$ cat config.mk
export PLATFORM = sky130hd
export DESIGN_NAME = tctm_core
export DESIGN_NICKNAME = d
export VERILOG_FILES = /design/src/common/tctm_pkg.sv /design/src/design/tctm_core.sv
export SDC_FILE = /design/constraint.sdc
export NUM_CORES = 1
export LEC_CHECK = 0
export BUFFER_PORTS_ARGS = -buffer_cell sky130_fd_sc_hd__buf_2
export CAP_MARGIN = 25
export CORE_ASPECT_RATIO = 0.6
export CORE_MARGIN = 1
export CORE_UTILIZATION = 45
export DETAILED_ROUTE_END_ITERATION = 8
export GPL_ROUTABILITY_DRIVEN = 0
export PLACE_DENSITY_LB_ADDON = 0.1
export SLEW_MARGIN = 20
export SYNTH_ARGS = -nofsm -noshare
export SYNTH_HDL_FRONTEND = slang
export SYNTH_SLANG_ARGS = --single-unit
$ cat constraint.sdc
create_clock -name hclk -period 3.65 [get_ports hclk]
set_input_delay 0.5475 -clock hclk [delete_from_list [all_inputs] [get_ports hclk]]
set_output_delay 0.5475 -clock hclk [all_outputs]
set_load 0.02 [all_outputs]
$ cat src/common/tctm_pkg.sv
// Purpose: constants and carrier types of the three channel timer core
// Assumes: AHB-Lite word access, one 25 MHz clock (hclk)
// Notes:   offsets are byte addresses, one aligned word per register
//
// Behaviour
// ch0 flag C sets on C match/capture
// flag C reads 0 on ch1, ch2
// read-1-then-write-0 clears flag; reset 0
// flag B sets on B match/capture
// flag A sets on A match/capture
// dma completion also clears flag A
// three 16-bit software read/write counters
// counters zero on reset and standby
// software accesses counters as words only
// ch0 counts up; ch1/2 may count down
// eight 16-bit compare/capture registers per layout
// ch0 C buffers A, D buffers B
// general registers all ones on reset/standby
// software accesses general registers as words
// run bit halts or runs its counter
// stopping keeps compare pin level
// io control write while stopped loads pin
// run bits 7 to 3 read 0
// writing 1 to flags does nothing
// flag A with enable raises interrupt
// zero write without prior read keeps flag
// set wins over simultaneous clear
package tctm_pkg;

  localparam int NCH = 3;                    // channels
  localparam int NGR = 8;                    // general registers

  // register byte offsets
  localparam logic [7:0] OFS_CNT0  = 8'h00;  // counter n at +4n
  localparam logic [7:0] OFS_GREG0 = 8'h10;  // general reg i at +4i
  localparam logic [7:0] OFS_RUN   = 8'h30;  // run control
  localparam logic [7:0] OFS_STAT0 = 8'h34;  // status n at +4n
  localparam logic [7:0] OFS_IOC0  = 8'h40;  // io control n at +4n

  // reset values
  localparam logic [15:0] CNT_RST  = 16'h0000;
  localparam logic [15:0] GREG_RST = 16'hffff;

  // io control fields: bits 3..0 pick capture per slot
  localparam int IOC_INIT = 4;               // initial pin level
  localparam int IOC_BUF  = 5;               // ch0 buffer pairing
  localparam int IOC_IRQA = 6;               // flag a irq enable
  localparam int IOC_DOWN = 7;               // ch1/2 count down
  localparam logic [7:0] IOC_MASK0  = 8'h7f; // writable bits ch0
  localparam logic [7:0] IOC_MASK12 = 8'hd3; // writable bits ch1/2

  // status fields
  localparam int STAT_A = 0;
  localparam int STAT_B = 1;
  localparam int STAT_C = 2;

  localparam logic [2:0] HSIZE_WORD = 3'h2;

  // channel that owns general register i
  function automatic int greg_ch(int i);
    return (i < 4) ? 0 : ((i < 6) ? 1 : 2);
  endfunction : greg_ch

  // slot a/b/c/d of general register i within its channel
  function automatic int greg_slot(int i);
    return (i < 4) ? i : ((i - 4) % 2);
  endfunction : greg_slot

  // ahb-lite request side
  typedef struct packed {
    logic        hsel;
    logic [31:0] haddr;
    logic [1:0]  htrans;
    logic        hwrite;
    logic [2:0]  hsize;
    logic [31:0] hwdata;
    logic        hready;
  } tctm_ahb_req_t;

  // timer side events, one-cycle pulses
  typedef struct packed {
    logic [NCH-1:0] tick;                    // counter clock per channel
    logic [NGR-1:0] cap;                     // capture strobe per reg
    logic [NCH-1:0] dma_done_a;              // dma served flag a
  } tctm_evt_t;

  // whole state of the core
  typedef struct packed {
    logic [NCH-1:0][15:0] cnt;
    logic [NGR-1:0][15:0] greg;
    logic [NCH-1:0]       run;
    logic [NCH-1:0][2:0]  flag;
    logic [NCH-1:0][2:0]  armed;             // flag seen as 1 by read
    logic [NCH-1:0][7:0]  ioc;
    logic [NCH-1:0]       pin;
    logic                 wr_pend;           // write data phase due
    logic                 wr_word;
    logic [7:0]           wr_addr;
    logic [31:0]          rdata;
  } tctm_state_t;

  localparam tctm_state_t ST_RST = '{greg: {NGR{GREG_RST}}, default: '0};

endpackage : tctm_pkg

$ cat src/design/tctm_core.sv
// Purpose: three channel 16-bit timer core with ahb-lite registers
// Assumes: prescaled count ticks and capture strobes arrive as pulses
// Notes:   zero wait state slave, read data registered in address phase
`timescale 1ns/1ns
module tctm_core (
  input  wire logic                   hclk,           // bus clock
  input  wire logic                   hresetn,        // async reset, low
  input  wire tctm_pkg::tctm_ahb_req_t ahb_req,       // ahb request
  output logic [31:0]                 hrdata,         // read data
  output logic                        hreadyout,      // always ready
  output logic                        hresp,          // always okay
  input  wire tctm_pkg::tctm_evt_t    evt,            // timer events
  input  wire logic                   standby,        // standby clear
  output logic [2:0]                  compare_io_pin, // compare outputs
  output logic [2:0]                  match_irq_a     // flag a requests
);
  import tctm_pkg::*;

  tctm_state_t    st_reg;                    // registered state
  tctm_state_t    st_next;                   // next state
  logic           acc;                       // address phase taken
  logic [NGR-1:0] cap_ev;                    // capture into reg i
  logic [NGR-1:0] cmp_ev;                    // compare match reg i
  logic [NGR-1:0] ev_any;                    // either event
  logic [NCH-1:0][2:0] flag_set;             // flag set causes

  assign acc = ahb_req.hsel & ahb_req.hready & ahb_req.htrans[1];

  // per register match and capture events
  for (genvar i = 0; i < NGR; i++)
  begin : g_ev
    localparam int CH = greg_ch(i);
    localparam int SL = greg_slot(i);
    logic buffered;                          // c/d acting as buffer
    assign buffered = (CH == 0) && (SL >= 2) && st_reg.ioc[0][IOC_BUF];
    assign cap_ev[i] = evt.cap[i] & st_reg.ioc[CH][SL] & ~buffered;
    assign cmp_ev[i] = evt.tick[CH] & st_reg.run[CH] & ~st_reg.ioc[CH][SL]
                       & (st_reg.cnt[CH] == st_reg.greg[i]) & ~buffered;
    assign ev_any[i] = cap_ev[i] | cmp_ev[i];
  end

  // flag set sources; slot d has no flag here
  assign flag_set[0] = {ev_any[2], ev_any[1], ev_any[0]};
  assign flag_set[1] = {1'b0, ev_any[5], ev_any[4]};
  assign flag_set[2] = {1'b0, ev_any[7], ev_any[6]};

  // next state of the whole core
  always_comb
  begin
    logic [7:0]         a;                   // address phase offset
    logic [7:0]         wa;                  // data phase offset
    logic [31:0]        wd;                  // write data
    logic [NCH-1:0][2:0] clr;                // flag clear requests
    a   = ahb_req.haddr[7:0];
    wa  = st_reg.wr_addr;
    wd  = ahb_req.hwdata;
    clr = '0;
    st_next = st_reg;
    st_next.wr_pend = 1'b0;

    // counting while run bit is set
    for (int c = 0; c < NCH; c++)
    begin
      if (st_reg.run[c] && evt.tick[c])
      begin
        if (c != 0 && st_reg.ioc[c][IOC_DOWN])
          st_next.cnt[c] = st_reg.cnt[c] - 16'h0001;
        else
          st_next.cnt[c] = st_reg.cnt[c] + 16'h0001;
      end
    end

    // capture loads the counter value
    for (int i = 0; i < NGR; i++)
    begin
      if (cap_ev[i])
        st_next.greg[i] = st_reg.cnt[greg_ch(i)];
    end

    // ch0 buffer pairing a-c, b-d
    for (int i = 0; i < 2; i++)
    begin
      if (st_reg.ioc[0][IOC_BUF])
      begin
        if (cap_ev[i])
          st_next.greg[i+2] = st_reg.greg[i];
        else if (cmp_ev[i])
          st_next.greg[i] = st_reg.greg[i+2];
      end
    end

    // a match toggles the pin; idle channel holds it
    for (int c = 0; c < NCH; c++)
    begin
      if (cmp_ev[(c == 0) ? 0 : 2 + 2 * c])
        st_next.pin[c] = ~st_reg.pin[c];
    end

    // dma service clears flag a
    for (int c = 0; c < NCH; c++)
      clr[c][STAT_A] = evt.dma_done_a[c];

    // write data phase
    if (st_reg.wr_pend)
    begin
      for (int c = 0; c < NCH; c++)
      begin
        // counters take whole words only
        if (wa == OFS_CNT0 + 8'(4 * c) && st_reg.wr_word)
          st_next.cnt[c] = wd[15:0];
        // status: only a zero on an armed flag clears
        if (wa == OFS_STAT0 + 8'(4 * c))
        begin
          clr[c] = clr[c] | (~wd[2:0] & st_reg.armed[c]);
          st_next.armed[c] = 3'h0;
        end
        // io control; stopped channel reloads its pin
        if (wa == OFS_IOC0 + 8'(4 * c))
        begin
          st_next.ioc[c] = wd[7:0] & ((c == 0) ? IOC_MASK0 : IOC_MASK12);
          if (!st_reg.run[c])
            st_next.pin[c] = wd[IOC_INIT];
        end
      end
      for (int i = 0; i < NGR; i++)
      begin
        if (wa == OFS_GREG0 + 8'(4 * i) && st_reg.wr_word)
          st_next.greg[i] = wd[15:0];
      end
      if (wa == OFS_RUN)
        st_next.run = wd[2:0];
    end

    // flags: set wins over clear
    for (int c = 0; c < NCH; c++)
      st_next.flag[c] = (st_reg.flag[c] & ~clr[c]) | flag_set[c];

    // address phase
    if (acc)
    begin
      if (ahb_req.hwrite)
      begin
        st_next.wr_pend = 1'b1;
        st_next.wr_addr = a;
        st_next.wr_word = (ahb_req.hsize == HSIZE_WORD);
      end
      else
      begin
        st_next.rdata = 32'h0;               // unmapped reads zero
        for (int c = 0; c < NCH; c++)
        begin
          if (a == OFS_CNT0 + 8'(4 * c))
            st_next.rdata = {16'h0, st_reg.cnt[c]};
          if (a == OFS_IOC0 + 8'(4 * c))
            st_next.rdata = {24'h0, st_reg.ioc[c]};
          if (a == OFS_STAT0 + 8'(4 * c))
          begin
            // bit 7 count direction, bit 6 fixed one
            st_next.rdata = {24'h0,
              (c == 0) ? 1'b1 : ~st_reg.ioc[c][IOC_DOWN],
              1'b1, 3'h0, st_reg.flag[c]};
            st_next.armed[c] = st_reg.flag[c];
          end
        end
        for (int i = 0; i < NGR; i++)
        begin
          if (a == OFS_GREG0 + 8'(4 * i))
            st_next.rdata = {16'h0, st_reg.greg[i]};
        end
        if (a == OFS_RUN)
          st_next.rdata = {29'h0, st_reg.run};
      end
    end

    // standby returns everything to reset values
    if (standby)
      st_next = ST_RST;
  end

  // state register
  always_ff @(posedge hclk or negedge hresetn)
  begin
    if (!hresetn)
      st_reg <= ST_RST;
    else
      st_reg <= st_next;
  end

  // outputs
  assign hrdata         = st_reg.rdata;
  assign hreadyout      = 1'b1;
  assign hresp          = 1'b0;
  assign compare_io_pin = st_reg.pin;
  for (genvar c = 0; c < NCH; c++)
  begin : g_irq
    assign match_irq_a[c] = st_reg.flag[c][STAT_A]
                            & st_reg.ioc[c][IOC_IRQA];
  end
endmodule : tctm_core

=== Word-level counts from Yosys, hierarchy flattened ===
Index checks and enable logic that the tools add are counted.

* Bits in registers: 266

* Add/subtract/negate cells: 5
* Equal/unequal tests: 43
* Mux-type cells: 83
* Bitwise operators: 69
* Reductions and logical operators: 29

{| class="wikitable"
|+ Operators with widths
! kind !! count
|-
| 2-to-1 mux 32 bit || 18
|-
| 2-to-1 mux 16 bit || 35
|-
| 2-to-1 mux 266 bit || 1
|-
| 2-to-1 mux 179 bit || 1
|-
| == test 8 x 6 -> 1 bit (second input constant) || 16
|-
| == test 16 bit || 7
|-
| == test 8 x 5 -> 1 bit (second input constant) || 8
|-
| adder 16 x 1 -> 16 bit (second input constant) || 3
|-
| == test 8 x 7 -> 1 bit (second input constant) || 6
|-
| 2-to-1 mux 42 bit || 1
|-
| 2-to-1 mux 36 bit || 1
|-
| AND 1 bit || 33
|-
| subtractor 16 x 1 -> 16 bit (second input constant) || 2
|-
| 2-to-1 mux 3 bit || 10
|-
| 2-to-1 mux 9 bit || 3
|-
| 2-to-1 mux 8 bit || 3
|-
| AND 3 bit || 6
|-
| == test 8 x 3 -> 1 bit (second input constant) || 2
|-
| == test 8 x 4 -> 1 bit (second input constant) || 2
|-
| logical NOT 8 bit || 2
|-
| logical AND 1 bit || 14
|-
| nonzero test 2 bit || 7
|-
| inverter 1 bit || 13
|-
| inverter 3 bit || 4
|-
| 9 further kinds || 31
|}

=== Depth between registers and ports, before layout ===
Gate-level depths: netlist of the first run.

* Word-level depth: 22
* Mapped depth: 10

=== Worst setup path before layout of the first run ===
Ideal clock, no wire load.

* Path type: register -> register
* Start point: register st_reg[60] (netlist bit)
* End point: register st_reg[249] (netlist bit)
* Library setup time: 0.096 ns
* Arrival: 2.580 ns
* Data required time: 3.554 ns
* Path slack: 0.974 ns
* Stages on the path, launching flop included: 9
* Buffers on the path: 0
* Clock period less this slack: 2.676 ns
* Cells stage by stage: dfrtp_1 -> ha_1 -> o21ai_0 -> o21ai_2 -> a211oi_4 -> nor3_2 -> or3_4 -> a31o_1 -> a311oi_2

{| class="wikitable"
|+ RTL lines
! what !! RTL line !! RTL
|-
| from (decl) || tctm_core.sv:19 || <nowiki>tctm_state_t st_reg;</nowiki>
|-
| from (signal assigned) || tctm_core.sv:186 || <nowiki>st_reg <= st_next;</nowiki>
|}

==> results.txt, run 1 <==
total track usage: 34.1%
clock buffer depth: 3
vias per inst: 6.38
H-tree Lvls: 1
Final setup viols: 0
CP arrival: 3.63 ns
Warnings, synthesis: 0
Iteration-0 DRC Markers: 2169
ys async rst share: 100%
most frequent cells in the layout: 278 x nand2_1, 184 x nor2_1, 128 x dfstp_2, 115 x dfrtp_1, 107 x nand3_1
Slew Limit Fails: 0
layout cells sized above 1: 16.4%
first-pass GRT wire length: 98500 um
Tmin final: 3.21 ns
wire per inst: 26.2 um
Non-Filler Instances: 2537
max-cap viol count: 0
core area: 36900 um^2
clk sinks: 243
Mapped Cells: 2065
detailed placer's ending HPWL: 47200 um
Top-Level Pins: 129
clock latency on the worst-skew pair: 0.57 ns
final period utilization: 88.1%
CP max stage cell: dfrtp_1
Worst Hold Slack: 0.294 ns
Critical Path RT: 4.07 ns
outcome: completed
Pleak: 7.60 nW
Port Buffer Count: 69
WP buf/inv: 0
num rows: 54
TritonCTS Buffers: 26
VDD IR max: 0.244 mV
synthesized area per cell: 8.29 um^2
Tot Pwr: 0.00590 W
Max Clk Rate: 311 MHz
Final #Nets: 2133
Setup Skew: 0.0136 ns
pwr dens: 319 nW/um^2
grt total ovfl: 0
die width: 254 um
DRC Markers: 0
die area: 38800 um^2
Hold Crit Class: in -> reg
CP endpoint kind: flip-flop
TritonCTS clock tree: done
Worst slew margin: 41.6%
register area share after synthesis: 36.5%
Initial Util: 46.4%
most common cell after layout, fill and taps aside: nand2_1
Synth Flop Type: dfstp_2
CP peak stage delay: 0.90 ns
setup TNS: 0 ns
CTS root buffer: clkbuf_16
Yosys cell types: 78
Worst Tran Pin Value: 0.875 ns
Worst-path clk slew: 0.07 ns
critical-path cell list: ha_1 > a211oi_1 > o21bai_1 > a31oi_1 > o211ai_1 > a311oi_1 > mux2i_1 > a311oi_1
WL final: 66500 um
max reg flops: 223
vias in the first global route: 14794
critical path's most frequent cell: a311oi_1
PostCTS Resize Cnt: 0
utilization after layout: 50.2%
largest net degree at the start of global routing: 121
Post-Place Cells: 2488
CP startpoint kind: flip-flop
initial antenna violation count: 3
antenna-violating nets left: 0
synthesized area: 17100 um^2
fillcell total: 3553
diode count: 0
critical path class: reg -> reg
Post-synth EDFFs: 0
Die Ht: 153 um
Final Hold Viols: 0
DRT Pass-1 Iters: 9
synthesis-to-finish area growth: 8.23%
delay-heaviest family, CP: compound AO/OA/AOI/OAI gates
via count: 16175
Seq cells post-synth: 243
critical path peak fanout: 18
unrepaired setup endpoints after global routing: no
-- synthesized netlist by cell type, types with 39 or more instances --
master    number  area share (%)
xnor2_1       83             4.2
nor3_1        64             1.9
nand2b_1      72             2.6
o21ai_0      103             3.0
xor2_1        64             3.3
a211o_1       68             3.5
nor2_1       187             4.1
dfstp_2      128              20
nand3_1      107             3.1
a211oi_1      60             2.6
buf_4         39             1.7
nand2_1      279             6.1
dfrtp_1      115              17
clkbuf_1     149             3.3
a21oi_1       72             2.1
-- worst reg2reg max path, delay by kind of cell, from the launching register on --
kind / cells / cell delay (ns)
compound gates: 6 / 1.51
flops: 1 / 0.90
mux: 1 / 0.23
fa+ha+maj: 1 / 0.42
-- per-layer routing --
| metal | track usage, % | up-vias | share of wire, % |
|---|---|---|---|
| met5 | 1.12 | - | 0.087 |
| met4 | 8.03 | 2 | 2.5 |
| met3 | 13.5 | 120 | 14 |
| met2 | 43.8 | 925 | 38 |
| met1 | 51.7 | 7864 | 46 |
| li1 | - | 7264 | - |
-- cell families (layout without fill, tap and decap cells) --
family / count (synthesis) / in the layout / share of synthesized area (%)
buffers and inverters: 242 / 194 / 6.53
AND/OR/NAND/NOR: 833 / 833 / 23.3
other: 2 / 18 / 0.0439
AO/OA/AOI/OAI: 530 / 530 / 21.7
XOR/XNOR: 147 / 147 / 7.52
multiplexers: 37 / 37 / 2.16
adder cells (fa/ha/maj): 31 / 31 / 2.35
flip-flops: 243 / 243 / 36.5
-- final timing paths --
| path | startpoint | end | slack, ns | cells after the start |
|---|---|---|---|---|
| min in group asynchronous | hresetn | st_reg[260] | 0.55 | 2 |
| max in group asynchronous | hresetn | st_reg[119] | 2.11 | 3 |
| hold / removal | ahb_req[33] | st_reg[40] | 0.29 | 4 |
| hold reg to reg | hrdata[5] | hrdata[5] | 0.47 | 2 |
| setup reg to reg | st_reg[60] | st_reg[248] | 0.44 | 8 |
| setup / recovery | st_reg[60] | st_reg[248] | 0.44 | 8 |
-- metrics by stage --
| stage | setup slack, ns | area (um^2) |
|---|---|---|
| detailed placement | 0.475 | 17600 |
| global route | 0.203 | 18500 |
| floorplan | 0.974 | 17200 |
| finish | 0.436 | 18500 |
| CTS | 0.469 | 18500 |
| global placement | 0.532 | 17600 |
-- where the power goes --
group | switching (W) | internal [W]
clock | 0.00124 | 0.00163
sequential | 0.00000490 | 0.00270
combinational | 0.000254 | 0.0000682
-- final cells by class --
class                           instances  area [um^2]  area share, %
Inverter                               13         48.8          0.263
Timing Repair Buffer                  133          890           4.80
Multi-Input combinational cell       1596         9830           53.1
Sequential cell                       243         6240           33.7
Tap cell                              504          631           3.41
Clock inverter                         10          128          0.689
Clock buffer                           38          747           4.03
-- repair_timing --
action / in CTS / in global routing
hold endpoints to repair: 2 / 0
setup buffers: 0 / 0
hold buffers: 1 / 0
No activity file was read; power rests on OpenSTA's default activity.
==> inputs of run 2 (changes only) <==
--- a/config.mk
+++ b/config.mk
@@ -7,7 +7,7 @@
 export LEC_CHECK = 0
 export BUFFER_PORTS_ARGS = -buffer_cell sky130_fd_sc_hd__buf_2
 export CAP_MARGIN = 25
-export CORE_ASPECT_RATIO = 0.6
+export CORE_ASPECT_RATIO = 0.7
 export CORE_MARGIN = 1
 export CORE_UTILIZATION = 45
 export DETAILED_ROUTE_END_ITERATION = 8
==> results.txt, run 2 (synthesis gave the netlist of run 1 again) <==
unrepaired setup endpoints after global routing: no
Final setup viols: 0
Top-Level Pins: 129
via count: 16216
CP arrival: 3.63 ns
Final Hold Viols: 0
CP endpoint kind: flip-flop
Port Buffer Count: 69
detailed placer's ending HPWL: 45500 um
wire per inst: 25.6 um
DRT Pass-1 Iters: 9
critical path peak fanout: 16
pwr dens: 344 nW/um^2
Setup Skew: 0.0221 ns
clock latency on the worst-skew pair: 0.58 ns
Worst Hold Slack: 0.268 ns
Multi-input gate area: 9830 um^2
# hold bufs at CTS: 1
max-cap viol count: 0
register-to-register setup slack: 0.50 ns
Die Ht: 165 um
WL final: 64800 um
vias in the first global route: 14770
Worst slew margin: 43.9%
most frequent cells in the layout: 279 x nand2_1, 184 x nor2_1, 128 x dfstp_2, 115 x dfrtp_1, 107 x nand3_1
clock buffer depth: 3
Register Area: 6240 um^2
Worst-path clk slew: 0.06 ns
H-tree Lvls: 1
PostCTS Resize Cnt: 0
VDD IR max: 0.351 mV
core area: 37300 um^2
Initial Util: 45.9%
final period utilization: 86.4%
critical path class: reg -> reg
DRC Markers: 0
clk sinks: 243
Final #Nets: 2136
CP startpoint kind: flip-flop
largest net degree at the start of global routing: 164
first-pass GRT wire length: 96700 um
Slew Limit Fails: 0
initial antenna violation count: 1
layout cells sized above 1: 16.8%
setup TNS: 0 ns
antenna-violating nets left: 0
fillcell total: 3571
Iteration-0 DRC Markers: 2133
Tmin final: 3.15 ns
synthesis-to-finish area growth: 9.56%
Max Clk Rate: 317 MHz
Pleak: 7.71 nW
grt total ovfl: 0
most common cell after layout, fill and taps aside: nand2_1
outcome: completed
max reg flops: 223
vias per inst: 6.42
CTS root buffer: clkbuf_16
die area: 38800 um^2
total track usage: 33.1%
num rows: 59
Worst Tran Pin Value: 0.842 ns
TritonCTS clock tree: done
Hold Crit Class: in -> reg
TritonCTS Buffers: 28
die width: 235 um
Critical Path RT: 4.13 ns
number of setup buffers added after CTS: 0
[run 2: cell count changes in the layout (fill, tap and decap cells not counted)]
cell / previous run / this run
clkbuf_16: 27 / 29
clkbuf_1: 8 / 2
buf_4: 59 / 58
bufinv_16: 3 / 8
diode_2: 0 / 1
nand2_1: 278 / 279
nand2_2: 1 / 0
buf_8: 2 / 3
clkinvlp_4: 1 / 2
clkinv_2: 6 / 5
buf_12: 3 / 4
clkbuf_8: 3 / 6
[run 2: worst max-delay path, stage by stage (launching register included)]
cell and delay, ns:
dfrtp_1 0.79, ha_1 0.41, a211oi_1 0.34, o21bai_1 0.16
a31oi_1 0.29, o211ai_1 0.23, a311oi_1 0.44, mux2i_1 0.14
a311oi_1 0.26
[run 2: layout make-up]
type	instances	area share (%)
multi-input cells	1596	52.4
flip-flops and latches	243	33.3
repair buffers	134	4.89
clock buffers	37	4.35
well taps	488	3.26
clock inverters	15	1.49
inverters	13	0.260
diodes	1	0.0133
[run 2: report_power, final]
part           internal (W)  switching [W]  total, W  leakage [nW]
combinational     0.0000696       0.000251  0.000320          4.23
sequential          0.00270     0.00000481   0.00271          2.95
clock               0.00213        0.00128   0.00341         0.536
[run 2: per-layer routing]
metal	global-route usage, %	share of wire [%]	up-vias
met5	0	0.020	-
met4	8.58	2.7	2
met3	9.79	12	118
met2	46.6	40	934
met1	48.9	45	7905
li1	-	-	7257
[run 2: metrics by stage]
step	total power, W	worst slack (ns)	util [%]	std cells	area, um^2
after global placement	0.00307	0.640	47.2	2471	17600
after floorplan	0.00290	0.974	-	2081	17200
after global routing	0.00659	0.259	50.3	2526	18700
after CTS	0.00646	0.554	50.3	2526	18700
final	0.00644	0.498	50.3	2527	18700
after detailed placement	0.00307	0.571	47.3	2473	17600
[run 2: worst paths after layout]
path                               endpoint  cells after the start   startpoint
worst max-delay path            st_reg[248]                      8   st_reg[60]
worst min-delay path             st_reg[40]                      4  ahb_req[33]
worst max register to register  st_reg[248]                      8   st_reg[60]
worst min register to register   hrdata[11]                      1   hrdata[11]
max in group asynchronous       st_reg[127]                      3      hresetn
min in group asynchronous       st_reg[260]                      2      hresetn
